### config.mk
export PLATFORM = sky130hd
export DESIGN_NAME = hid_event_sequencer
export DESIGN_NICKNAME = d
export VERILOG_FILES = /design/src/hid_event_sequencer.v /design/src/tick_divider.v /design/src/pin_sequencer.v
export VERILOG_INCLUDE_DIRS = /design/src
export SDC_FILE = /design/constraint.sdc
export NUM_CORES = 1
export LEC_CHECK = 0
export BUFFER_PORTS_ARGS = -buffer_cell sky130_fd_sc_hd__buf_2
export CAP_MARGIN = 5
export CORE_MARGIN = 3
export CORE_UTILIZATION = 50
export CTS_CLUSTER_SIZE = 10
export DETAILED_ROUTE_END_ITERATION = 7
export GPL_TIMING_DRIVEN = 0
export PLACE_DENSITY = 0.7
export SYNTH_ARGS = -nofsm -noshare
export SYNTH_HDL_FRONTEND = slang
export SYNTH_HIERARCHICAL = 1
export SYNTH_SLANG_ARGS = --single-unit
### constraint.sdc
create_clock -name pclk -period 3.9 [get_ports pclk]
set_clock_uncertainty 0.15 [all_clocks]
set_input_delay 0 -clock pclk [delete_from_list [all_inputs] [get_ports pclk]]
set_output_delay 0 -clock pclk [all_outputs]
set_load 0.01 [all_outputs]
### src/hidseq_defines.vh
// constants for the input-event sequencer block
`ifndef HIDSEQ_DEFINES_VH
`define HIDSEQ_DEFINES_VH
// ========================================
// timing
`define CLK_HZ 100000000
`define TICK_NS 1000
`define TICK_CYCLES 7'd100
`define HOLD_MS 50
`define HOLD_TICKS 16'd50000
`define IDLE_MS 1
`define IDLE_TICKS 16'd1000
// ========================================
// register byte offsets
`define REG_CMD 12'h000
`define REG_STATUS 12'h004
`define REG_MASK 12'h008
`define REG_REPORT 12'h00c
`define REG_CONFIG 12'h010
`define REG_SERIAL_ADDR 12'h014
`define REG_SERIAL_DATA 12'h018
`define REG_USB 12'h01c
// ========================================
// command codes in cmd[31:24], argument in cmd[7:0]
`define CMD_MAP_SELECT 8'h01
`define CMD_ONESHOT_EN 8'h02
`define CMD_USAGE_SELECT 8'h03
`define CMD_IDLE_FOREVER 8'h04
`define CMD_SWAP_EN 8'h05
`define CMD_POLARITY 8'h06
`define CMD_EDGE_CFG 8'h07
`define CMD_PIN_BIT 8'h08
// ========================================
// sizes
`define NPINS 4
`define NREPORTS 3
`define SERIAL_LEN 24
`endif

### src/hid_event_sequencer.v
// input-pin to report-bit sequencer with apb registers
//
// The APB register port and the register addresses were left to the implementer.
`timescale 1ns/1ps
`default_nettype none
`include "hidseq_defines.vh"
// How it works
// enabled sequencer clears report bit after 50 ms
// all sequencers start disabled after reset
// enable command acts on selected map pin
// triggers ignored 1 ms after sequencer clear
// host enables sequencer in both maps
// idle forever stops periodic report sends
// any argument value enables idle forever
// idle forever cleared only by reset
// enabled sequencer turns edges into one-shots
// 24 character serial stored, written, read back
// serial option copies serial into descriptor; an option bit sent in the start write is not applied to desc_serial_valid
// enumeration starts only after start written
// wake detection notifies host without polling
// host fetches detection indices after notice
// assert edge sets bit, deassert clears it
// alternation swaps maps after every assertion
// hold and quiet timed from common tick
module hid_event_sequencer (
    input wire pclk,
    input wire presetn,
    input wire psel,
    input wire penable,
    input wire pwrite,
    input wire [11:0] paddr,
    input wire [31:0] pwdata,
    output reg [31:0] prdata,
    output wire pready,
    output wire pslverr,
    input wire [3:0] input_pins,
    input wire wake_detect,
    output reg [7:0] report_bits,
    output reg [2:0] periodic_enable,
    output reg wake_pulse,
    output reg enum_start,
    output reg desc_serial_valid,
    output reg [191:0] desc_serial,
    output reg nvm_write,
    output reg [4:0] nvm_addr,
    output reg [7:0] nvm_wdata,
    output reg nvm_read,
    input wire [7:0] nvm_rdata,
    output wire irq
);
    // ========================================
    // apb decode
    wire wr_en = psel && penable && pwrite;
    wire rd_en = psel && penable && !pwrite;
    assign pready = 1'b1;
    wire mapped = (paddr[11:5] == 7'h00) && (paddr[1:0] == 2'b00);
    assign pslverr = psel && penable && !mapped;
    wire [7:0] cmd_op = pwdata[31:24];
    wire [7:0] cmd_arg = pwdata[7:0];
    wire cmd_wr = wr_en && paddr == `REG_CMD;

    // ========================================
    // configuration state
    reg [1:0] map_sel_reg;
    reg map_bank_reg;
    reg [3:0] oneshot_main_reg;
    reg [3:0] oneshot_alt_reg;
    reg [1:0] usage_sel_reg;
    reg [2:0] idle_forever_reg;
    reg swap_en_reg;
    reg active_map_reg;
    reg [3:0] polarity_reg;
    reg [3:0] edge_en_reg;
    reg [2:0] bitsel_main_reg [0:3];
    reg [2:0] bitsel_alt_reg [0:3];
    reg [3:0] pins_prev_reg;
    reg [2:0] status_reg;
    reg [2:0] mask_reg;
    reg serial_opt_reg;
    reg [4:0] serial_idx_reg;
    reg [7:0] serial_reg [0:23];
    reg [7:0] wake_cnt_reg;
    integer i;
    reg [2:0] bit_idx_reg [0:3];
    reg [4:0] load_idx_reg;
    reg load_busy_reg;
    reg load_cap_reg;
    integer j;
    integer k;

    // ========================================
    // pin edge detection
    wire [3:0] pins_act = input_pins ^ ~polarity_reg;
    wire [3:0] prev_act = pins_prev_reg ^ ~polarity_reg;
    wire [3:0] rise = pins_act & ~prev_act & edge_en_reg;
    wire [3:0] fall = ~pins_act & prev_act & edge_en_reg;
    wire [3:0] seq_en = active_map_reg ? oneshot_alt_reg : oneshot_main_reg;
    wire [3:0] seq_bit;
    wire [3:0] seq_acc;
    wire [3:0] seq_clr;
    wire tick;

    tick_divider u_tick (
        .pclk(pclk),
        .presetn(presetn),
        .tick(tick)
    );

    genvar g;
    generate
        for (g = 0; g < 4; g = g + 1) begin : pins
            pin_sequencer u_seq (
                .pclk(pclk),
                .presetn(presetn),
                .tick(tick),
                .enable(seq_en[g]),
                .assert_ev(rise[g]),
                .deassert_ev(fall[g]),
                .bit_out(seq_bit[g]),
                .accepted(seq_acc[g]),
                .cleared(seq_clr[g])
            );
        end
    endgenerate

    // ========================================
    // report bits at the index each pin took when accepted
    reg [7:0] report_next;
    always @* begin
        report_next = 8'h00;
        for (k = 0; k < 4; k = k + 1) begin
            if (seq_bit[k])
                report_next[bit_idx_reg[k]] = 1'b1;
        end
    end

    // ========================================
    // bit index latched at acceptance, so a map swap
    // does not move a bit that is already asserted
    always @(posedge pclk or negedge presetn) begin
        if (!presetn) begin
            for (j = 0; j < 4; j = j + 1)
                bit_idx_reg[j] <= j[2:0];
        end else begin
            for (j = 0; j < 4; j = j + 1) begin
                if (seq_acc[j])
                    bit_idx_reg[j] <= active_map_reg ? bitsel_alt_reg[j] :
                                      bitsel_main_reg[j];
            end
        end
    end

    // ========================================
    // boot copy of the stored serial from external memory;
    // apb serial access is best left until it is done
    always @(posedge pclk or negedge presetn) begin
        if (!presetn) begin
            load_idx_reg <= 5'h00;
            load_busy_reg <= 1'b1;
            load_cap_reg <= 1'b0;
        end else begin
            load_cap_reg <= load_busy_reg;
            if (load_busy_reg) begin
                if (load_idx_reg == 5'd23)
                    load_busy_reg <= 1'b0;
                else
                    load_idx_reg <= load_idx_reg + 5'h01;
            end
        end
    end

    // ========================================
    // main registers
    always @(posedge pclk or negedge presetn) begin
        if (!presetn) begin
            map_sel_reg <= 2'h0;
            map_bank_reg <= 1'b0;
            oneshot_main_reg <= 4'h0;
            oneshot_alt_reg <= 4'h0;
            usage_sel_reg <= 2'h0;
            idle_forever_reg <= 3'h0;
            swap_en_reg <= 1'b0;
            active_map_reg <= 1'b0;
            polarity_reg <= 4'hf;
            edge_en_reg <= 4'h0;
            for (i = 0; i < 4; i = i + 1) begin
                bitsel_main_reg[i] <= i[2:0];
                bitsel_alt_reg[i] <= i[2:0];
            end
            pins_prev_reg <= 4'h0;
            status_reg <= 3'h0;
            mask_reg <= 3'h0;
            serial_opt_reg <= 1'b0;
            serial_idx_reg <= 5'h00;
            for (i = 0; i < 24; i = i + 1)
                serial_reg[i] <= 8'h20;
            report_bits <= 8'h00;
            periodic_enable <= 3'h7;
            wake_pulse <= 1'b0;
            enum_start <= 1'b0;
            desc_serial_valid <= 1'b0;
            desc_serial <= 192'h0;
            nvm_write <= 1'b0;
            nvm_addr <= 5'h00;
            nvm_wdata <= 8'h00;
            nvm_read <= 1'b0;
            wake_cnt_reg <= 8'h00;
        end else begin
            pins_prev_reg <= input_pins;
            report_bits <= report_next;
            nvm_write <= 1'b0;
            nvm_read <= 1'b0;
            wake_pulse <= 1'b0;
            if (load_busy_reg) begin
                nvm_read <= 1'b1;
                nvm_addr <= load_idx_reg;
            end
            if (load_cap_reg)
                serial_reg[nvm_addr] <= nvm_rdata;
            if (|seq_acc && swap_en_reg)
                active_map_reg <= ~active_map_reg;
            if (cmd_wr) begin
                case (cmd_op)
                    `CMD_MAP_SELECT: begin
                        map_bank_reg <= pwdata[8];
                        map_sel_reg <= cmd_arg[1:0];
                    end
                    `CMD_ONESHOT_EN: begin
                        // only the pin chosen by the latest select
                        if (map_bank_reg)
                            oneshot_alt_reg[map_sel_reg] <= cmd_arg[0];
                        else
                            oneshot_main_reg[map_sel_reg] <= cmd_arg[0];
                    end
                    `CMD_USAGE_SELECT: usage_sel_reg <= cmd_arg[1:0];
                    `CMD_IDLE_FOREVER: begin
                        // argument ignored; one-way until reset
                        if (usage_sel_reg < 2'd3)
                            idle_forever_reg[usage_sel_reg] <= 1'b1;
                    end
                    `CMD_SWAP_EN: swap_en_reg <= cmd_arg[0];
                    `CMD_POLARITY: polarity_reg[map_sel_reg] <= cmd_arg[0];
                    `CMD_EDGE_CFG: edge_en_reg[map_sel_reg] <= |cmd_arg[1:0];
                    `CMD_PIN_BIT: begin
                        if (map_bank_reg)
                            bitsel_alt_reg[map_sel_reg] <= cmd_arg[2:0];
                        else
                            bitsel_main_reg[map_sel_reg] <= cmd_arg[2:0];
                    end
                    default: ;
                endcase
            end
            periodic_enable <= ~idle_forever_reg;
            if (wr_en && paddr == `REG_MASK)
                mask_reg <= pwdata[2:0];
            if (wr_en && paddr == `REG_SERIAL_ADDR)
                serial_idx_reg <= pwdata[4:0];
            if (wr_en && paddr == `REG_SERIAL_DATA && serial_idx_reg < 5'd24) begin
                serial_reg[serial_idx_reg] <= pwdata[7:0];
                nvm_write <= 1'b1;
                nvm_addr <= serial_idx_reg;
                nvm_wdata <= pwdata[7:0];
            end
            if (rd_en && paddr == `REG_SERIAL_DATA) begin
                nvm_read <= 1'b1;
                nvm_addr <= serial_idx_reg;
            end
            if (wr_en && paddr == `REG_USB) begin
                if (!enum_start)
                    serial_opt_reg <= pwdata[0];
                if (pwdata[1] && !enum_start) begin
                    enum_start <= 1'b1;
                    desc_serial_valid <= serial_opt_reg;
                    for (i = 0; i < 24; i = i + 1)
                        desc_serial[i*8 +: 8] <= serial_reg[i];
                end
            end
            if (wake_detect) begin
                wake_pulse <= 1'b1;
                wake_cnt_reg <= wake_cnt_reg + 8'h01;
            end
            // set beats the read clear
            if (rd_en && paddr == `REG_STATUS)
                status_reg <= {wake_detect, |seq_clr, |seq_acc};
            else
                status_reg <= status_reg | {wake_detect, |seq_clr, |seq_acc};
        end
    end

    // irq lets the host skip polling
    assign irq = |(status_reg & mask_reg);

    // ========================================
    // read mux
    always @* begin
        prdata = 32'h0000_0000;
        case (paddr)
            `REG_STATUS: prdata = {29'h0, status_reg};
            `REG_MASK: prdata = {29'h0, mask_reg};
            `REG_REPORT: prdata = {24'h0, report_bits};
            `REG_CONFIG: prdata = {8'h0, wake_cnt_reg, oneshot_alt_reg, oneshot_main_reg,
                                   1'b0, idle_forever_reg, 3'h0, swap_en_reg};
            `REG_SERIAL_ADDR: prdata = {27'h0, serial_idx_reg};
            `REG_SERIAL_DATA: prdata = {24'h0, serial_reg[serial_idx_reg < 5'd24 ?
                                        serial_idx_reg : 5'h00]};
            `REG_USB: prdata = {29'h0, desc_serial_valid, enum_start, serial_opt_reg};
            default: prdata = 32'h0000_0000;
        endcase
    end
endmodule
`default_nettype wire

### src/tick_divider.v
// one-cycle tick divider for the sequencer timers
`timescale 1ns/1ps
`default_nettype none
`include "hidseq_defines.vh"
module tick_divider (
    input wire pclk,
    input wire presetn,
    output reg tick
);
    reg [6:0] cnt_reg;
    // ========================================
    // divider
    always @(posedge pclk or negedge presetn) begin
        if (!presetn) begin
            cnt_reg <= 7'h00;
            tick <= 1'b0;
        end else if (cnt_reg == `TICK_CYCLES - 7'd1) begin
            cnt_reg <= 7'h00;
            tick <= 1'b1;
        end else begin
            cnt_reg <= cnt_reg + 7'h01;
            tick <= 1'b0;
        end
    end
endmodule
`default_nettype wire

### src/pin_sequencer.v
// one-shot sequencer for one input pin
`timescale 1ns/1ps
`default_nettype none
`include "hidseq_defines.vh"
module pin_sequencer (
    input wire pclk,
    input wire presetn,
    input wire tick,
    input wire enable,
    input wire assert_ev,
    input wire deassert_ev,
    output reg bit_out,
    output wire accepted,
    output reg cleared
);
    localparam IDLE = 3'b001;
    localparam HOLD = 3'b010;
    localparam QUIET = 3'b100;
    reg [2:0] state_reg;
    reg [15:0] cnt_reg;
    // hold and quiet windows swallow triggers
    assign accepted = assert_ev && (state_reg == IDLE);
    // ========================================
    // state machine
    always @(posedge pclk or negedge presetn) begin
        if (!presetn) begin
            state_reg <= IDLE;
            cnt_reg <= 16'h0000;
            bit_out <= 1'b0;
            cleared <= 1'b0;
        end else begin
            cleared <= 1'b0;
            case (state_reg)
                IDLE: begin
                    if (assert_ev) begin
                        bit_out <= 1'b1;
                        cnt_reg <= 16'h0000;
                        if (enable)
                            state_reg <= HOLD;
                    end else if (deassert_ev && !enable) begin
                        bit_out <= 1'b0;
                    end
                end
                HOLD: begin
                    // pin level ignored while holding
                    if (tick)
                        cnt_reg <= cnt_reg + 16'h0001;
                    if (tick && cnt_reg == `HOLD_TICKS - 16'h0001) begin
                        bit_out <= 1'b0;
                        cleared <= 1'b1;
                        cnt_reg <= 16'h0000;
                        state_reg <= QUIET;
                    end
                end
                QUIET: begin
                    if (tick)
                        cnt_reg <= cnt_reg + 16'h0001;
                    if (tick && cnt_reg == `IDLE_TICKS - 16'h0001)
                        state_reg <= IDLE;
                end
                default: state_reg <= IDLE;
            endcase
        end
    end
endmodule
`default_nettype wire

==> impl_results.md <==
- Status: finished with violations
- Failing checks: negative setup slack
- Total track usage: 33.6%
- Slew Limit Fails: 0
- Mean Syn Cell Area: 11.0 µm²
- Pint: 10200 µW
- Critical Path Sink Type: primary output
- Max_cap viols: 0
- CTS clk-pin slew, worst paths: 0.06 ns
- Largest fanout on the critical path: 10
- R2R Path End: serial_reg[7]
- Critical R2R Launch: serial_idx_reg[4]
- Ys Warns: 6
- Cell count after synthesis: 2647
- DRT antenna net count: 0
- Drt first pass iters: 5
- Synthesized cell area: 29100 µm²
- Placer Congestion: 1.02
- Hold Path End: wake_pulse
- Placed insts: 3703
- Part of the power in registers: 48.2%
- Fin cells: 3880
- Vias: 23800
- Grt ovf: 0
- Synth top area cells: dfrtp_1 (47%), mux2_2 (10%), mux2i_1 (8.5%)
- Hold path cells: 2
- Worst Path Required: 3.75 ns
- Clk network pwr share: 47.1%
- Total Wirelength: 104 mm
- Die height: 247 µm
- Routed WL per cell: 26.7 µm
- Switching portion of total power: 23.6%
- Startpoint Class: register
- Synth cell types: 89
- Post-synth EDFFs: 0
- I/O Pins: 318
- Total CTS buffers: 72
- Clock Sinks: 598
- Worst hold margin: 0.0567 ns
- Worst r2r path cells: 8
- Maximum clock path buffer count: 3
- CTS tree: built
- Share of post-route cells with drive strength above 1: 26.5%
- H-tree levels: 3
- FF+latch count, synth: 598
- Pin count of the biggest net entering global routing: 127
- Seq/Total Area, Yosys: 51.7%
- Nets: 3140
- RSZ-0062 raised after global routing: true
- Vias in the first global route: 23600
- Leak pwr: 0.0169 µW
- Row cnt: 87
- HP Class: in -> reg
- Worst path arrival time: 3.77 ns
- Clock root buffer: clkbuf_16
- Finished Cell Area: 34500 µm²
- Input/output buffers: 286
- Setup Crit Path Kind: reg -> out
- Cell taking the most area after synthesis: dfrtp_1
- Dpl cell area: 31700 µm²
- Iter 0 DRT Violations: 2325
- Area growth syn-to-layout: 18.6%
- Logic pwr share: 4.8%
- Core area: 56900 µm²
- Die area: 61100 µm²
- Sum Neg Setup Slack: -0.0189 ns
- Final WS setup: -0.0189 ns
- Period utilization: 100%
- NetSw: 3170 µW
- Initial core utilization: 51.1%
- Worst slew margin: 18.7%
- Post-synth ARST share: 100%
- Vias per inst: 6.13
- Pwr per Cell Area: 389 nW/µm²
- Top_reg_cell synth: dfrtp_1
- Wire length of the first global-routing pass: 152 mm
- DIE WIDTH: 247 µm
- Register area: 15000 µm²
- DR DRC count: 0
- Final Hold Fails: 0
- # setup viols final: 1
- Worst slew pin tran: 1.22 ns
- HP Start: wake_detect
- Ant diodes: 0
- Worst VDD drop: 0.339 mV
- Antenna violations before repair: 3
- Filler cells: 4761
- Fmax achieved: 255 MHz
- Top-area cell type share of the netlist area: 47.3%
- Clk Latency, worst-skew pair: 0.61 ns
- Final HPWL DP: 75.8 mm
- Area of the multi-input gates: 13400 µm²
- Final worst path period need: 3.92 ns
- Worst reg2reg setup slack: 0.40 ns
==> power by group through the flow <==
| stage | Clock, µW | Sequential [µW] | Combinational, µW |
|---|---|---|---|
| after floorplan | 0 | 6500 | 250 |
| after global routing | 6680 | 6470 | 681 |
| final | 6310 | 6460 | 638 |
| after global placement | 0 | 6560 | 553 |
| after CTS | 6390 | 6450 | 631 |
| after detailed placement | 0 | 6560 | 589 |
==> worst max-delay path: stages, from the launching register on <==
cell      delay (ns)
dfrtp_1         0.53
nand2_1         0.23
clkbuf_2        0.32
nand2_1         0.37
clkbuf_4        0.37
o221ai_1        0.16
a21oi_1         0.38
a211oi_2        0.14
o41ai_4         0.44
buf_2           0.22
==> final cells by class <==
cell class	count	area share, %
Buffer	164	2.18
Sequential cell	598	43.6
Clock inverter	7	0.225
Inverter	13	0.141
Timing Repair Buffer	341	6.14
Tap cell	756	2.74
Clock buffer	123	6.08
Multi-Input combinational cell	1878	38.9
==> through the flow <==
step	setup slack [ns]	utilization [%]	total power (µW)
4_1_cts	-0.0603	60.5	13500
3_3_place_gp	-9.27	55.3	7110
3_5_place_dp	-0.562	55.6	7150
5_1_grt	-0.0126	60.6	13800
6_report	-0.0189	60.6	13400
2_1_floorplan	1.61	-	6750
==> cells in the final DEF (no fill, tap or decap), types with 11 or more instances in the layout <==
cell           instances
nand3_1               49
dfrtp_1              549
a31oi_1               13
nor2b_1               12
nor3b_1               16
nor2_1               351
inv_1                 13
o221ai_1              18
xnor2_1               41
dfstp_2               48
clkbuf_1             138
xor2_1                21
nand4_1               41
mux2i_1              247
nor4_1                11
mux2_2               271
nand2_1              144
a21oi_1              266
buf_1                 17
a211oi_1              11
clkbuf_16             75
buf_4                 12
buf_2                309
and3_1                30
dlygate4sd3_1         47
nor3_1                32
o21ai_0               38
nand2b_1              33
and2_1                19
==> synth_stat cells (5+ instances only) <==
cell and number:
dfrtp_1 550, nor2_1 351, mux2_2 271, a21oi_1 266, mux2i_1 247, nand2_1 144, clkbuf_1 104, nand3_1 49
dfstp_2 48, nand4_1 41, xnor2_1 41, o21ai_0 38, nand2b_1 33, nor3_1 33, and3_1 30, buf_2 27
xor2_1 21, and2_1 19, buf_1 19, o221ai_1 18, nor3b_1 16, a31oi_1 13, inv_1 13, nor2b_1 13
a211oi_1 12, nor4_1 11, buf_4 10, ha_1 10, nand3b_1 10, or3_1 10, and4_1 9, o31ai_1 9
mux4_2 8, or4_1 8, a22oi_1 7, o22ai_1 7, nor4_4 6, o211ai_1 6, or2_2 6, and3b_1 5
==> kinds of logic (layout without fill, tap and decap cells) <==
group / Yosys count / in the layout / share of synthesized area [%]
XOR/XNOR: 62 / 62 / 1.87
AND/OR/NAND/NOR: 833 / 833 / 14.4
other: 2 / 9 / 0.0258
adder cells (fa/ha/maj): 10 / 10 / 0.430
flip-flops: 598 / 598 / 51.7
multiplexers: 526 / 526 / 19.6
buffers and inverters: 178 / 648 / 2.63
AO/OA/AOI/OAI: 438 / 438 / 9.37
==> per-layer routing <==
layer  part of all wire (%)  routed length, µm  track usage (%)  vias to the layer above
li1                       -                  -                -                    10300
met1                     39              40500             43.2                    12000
met2                     47              48800             54.9                     1203
met3                    9.1               9440             8.02                      277
met4                    4.7               4860             14.0                        4
met5                  0.019                 20                0                        -
==> repair_timing <==
item / CTS / global route
hold endpoints to repair: 411 / 0
gates cloned: 0 / 0
resized for setup: 26 / 18
setup endpoints to repair: 8 / 8
hold buffers: 48 / 0
pin swaps: 1 / 0
setup buffers: 0 / 0
==> how the worst max path moves through the flow <==
| stage | startpoint | to | slack, ns | depth (start not counted) |
|---|---|---|---|---|
| after floorplan | polarity_reg[3] | pins[3].u_seq/cnt_reg[13] | 1.61 | 8 |
| after global placement | presetn | pins[2].u_seq/cnt_reg[11] | -9.27 | 1 |
| after detailed placement | serial_idx_reg[0] | prdata[0] | -0.56 | 8 |
| after CTS | serial_idx_reg[4] | prdata[0] | -0.06 | 9 |
| after global routing | serial_idx_reg[0] | prdata[1] | -0.01 | 8 |
| final | serial_idx_reg[4] | prdata[0] | -0.02 | 9 |
No activity file was read; power rests on OpenSTA's default activity.
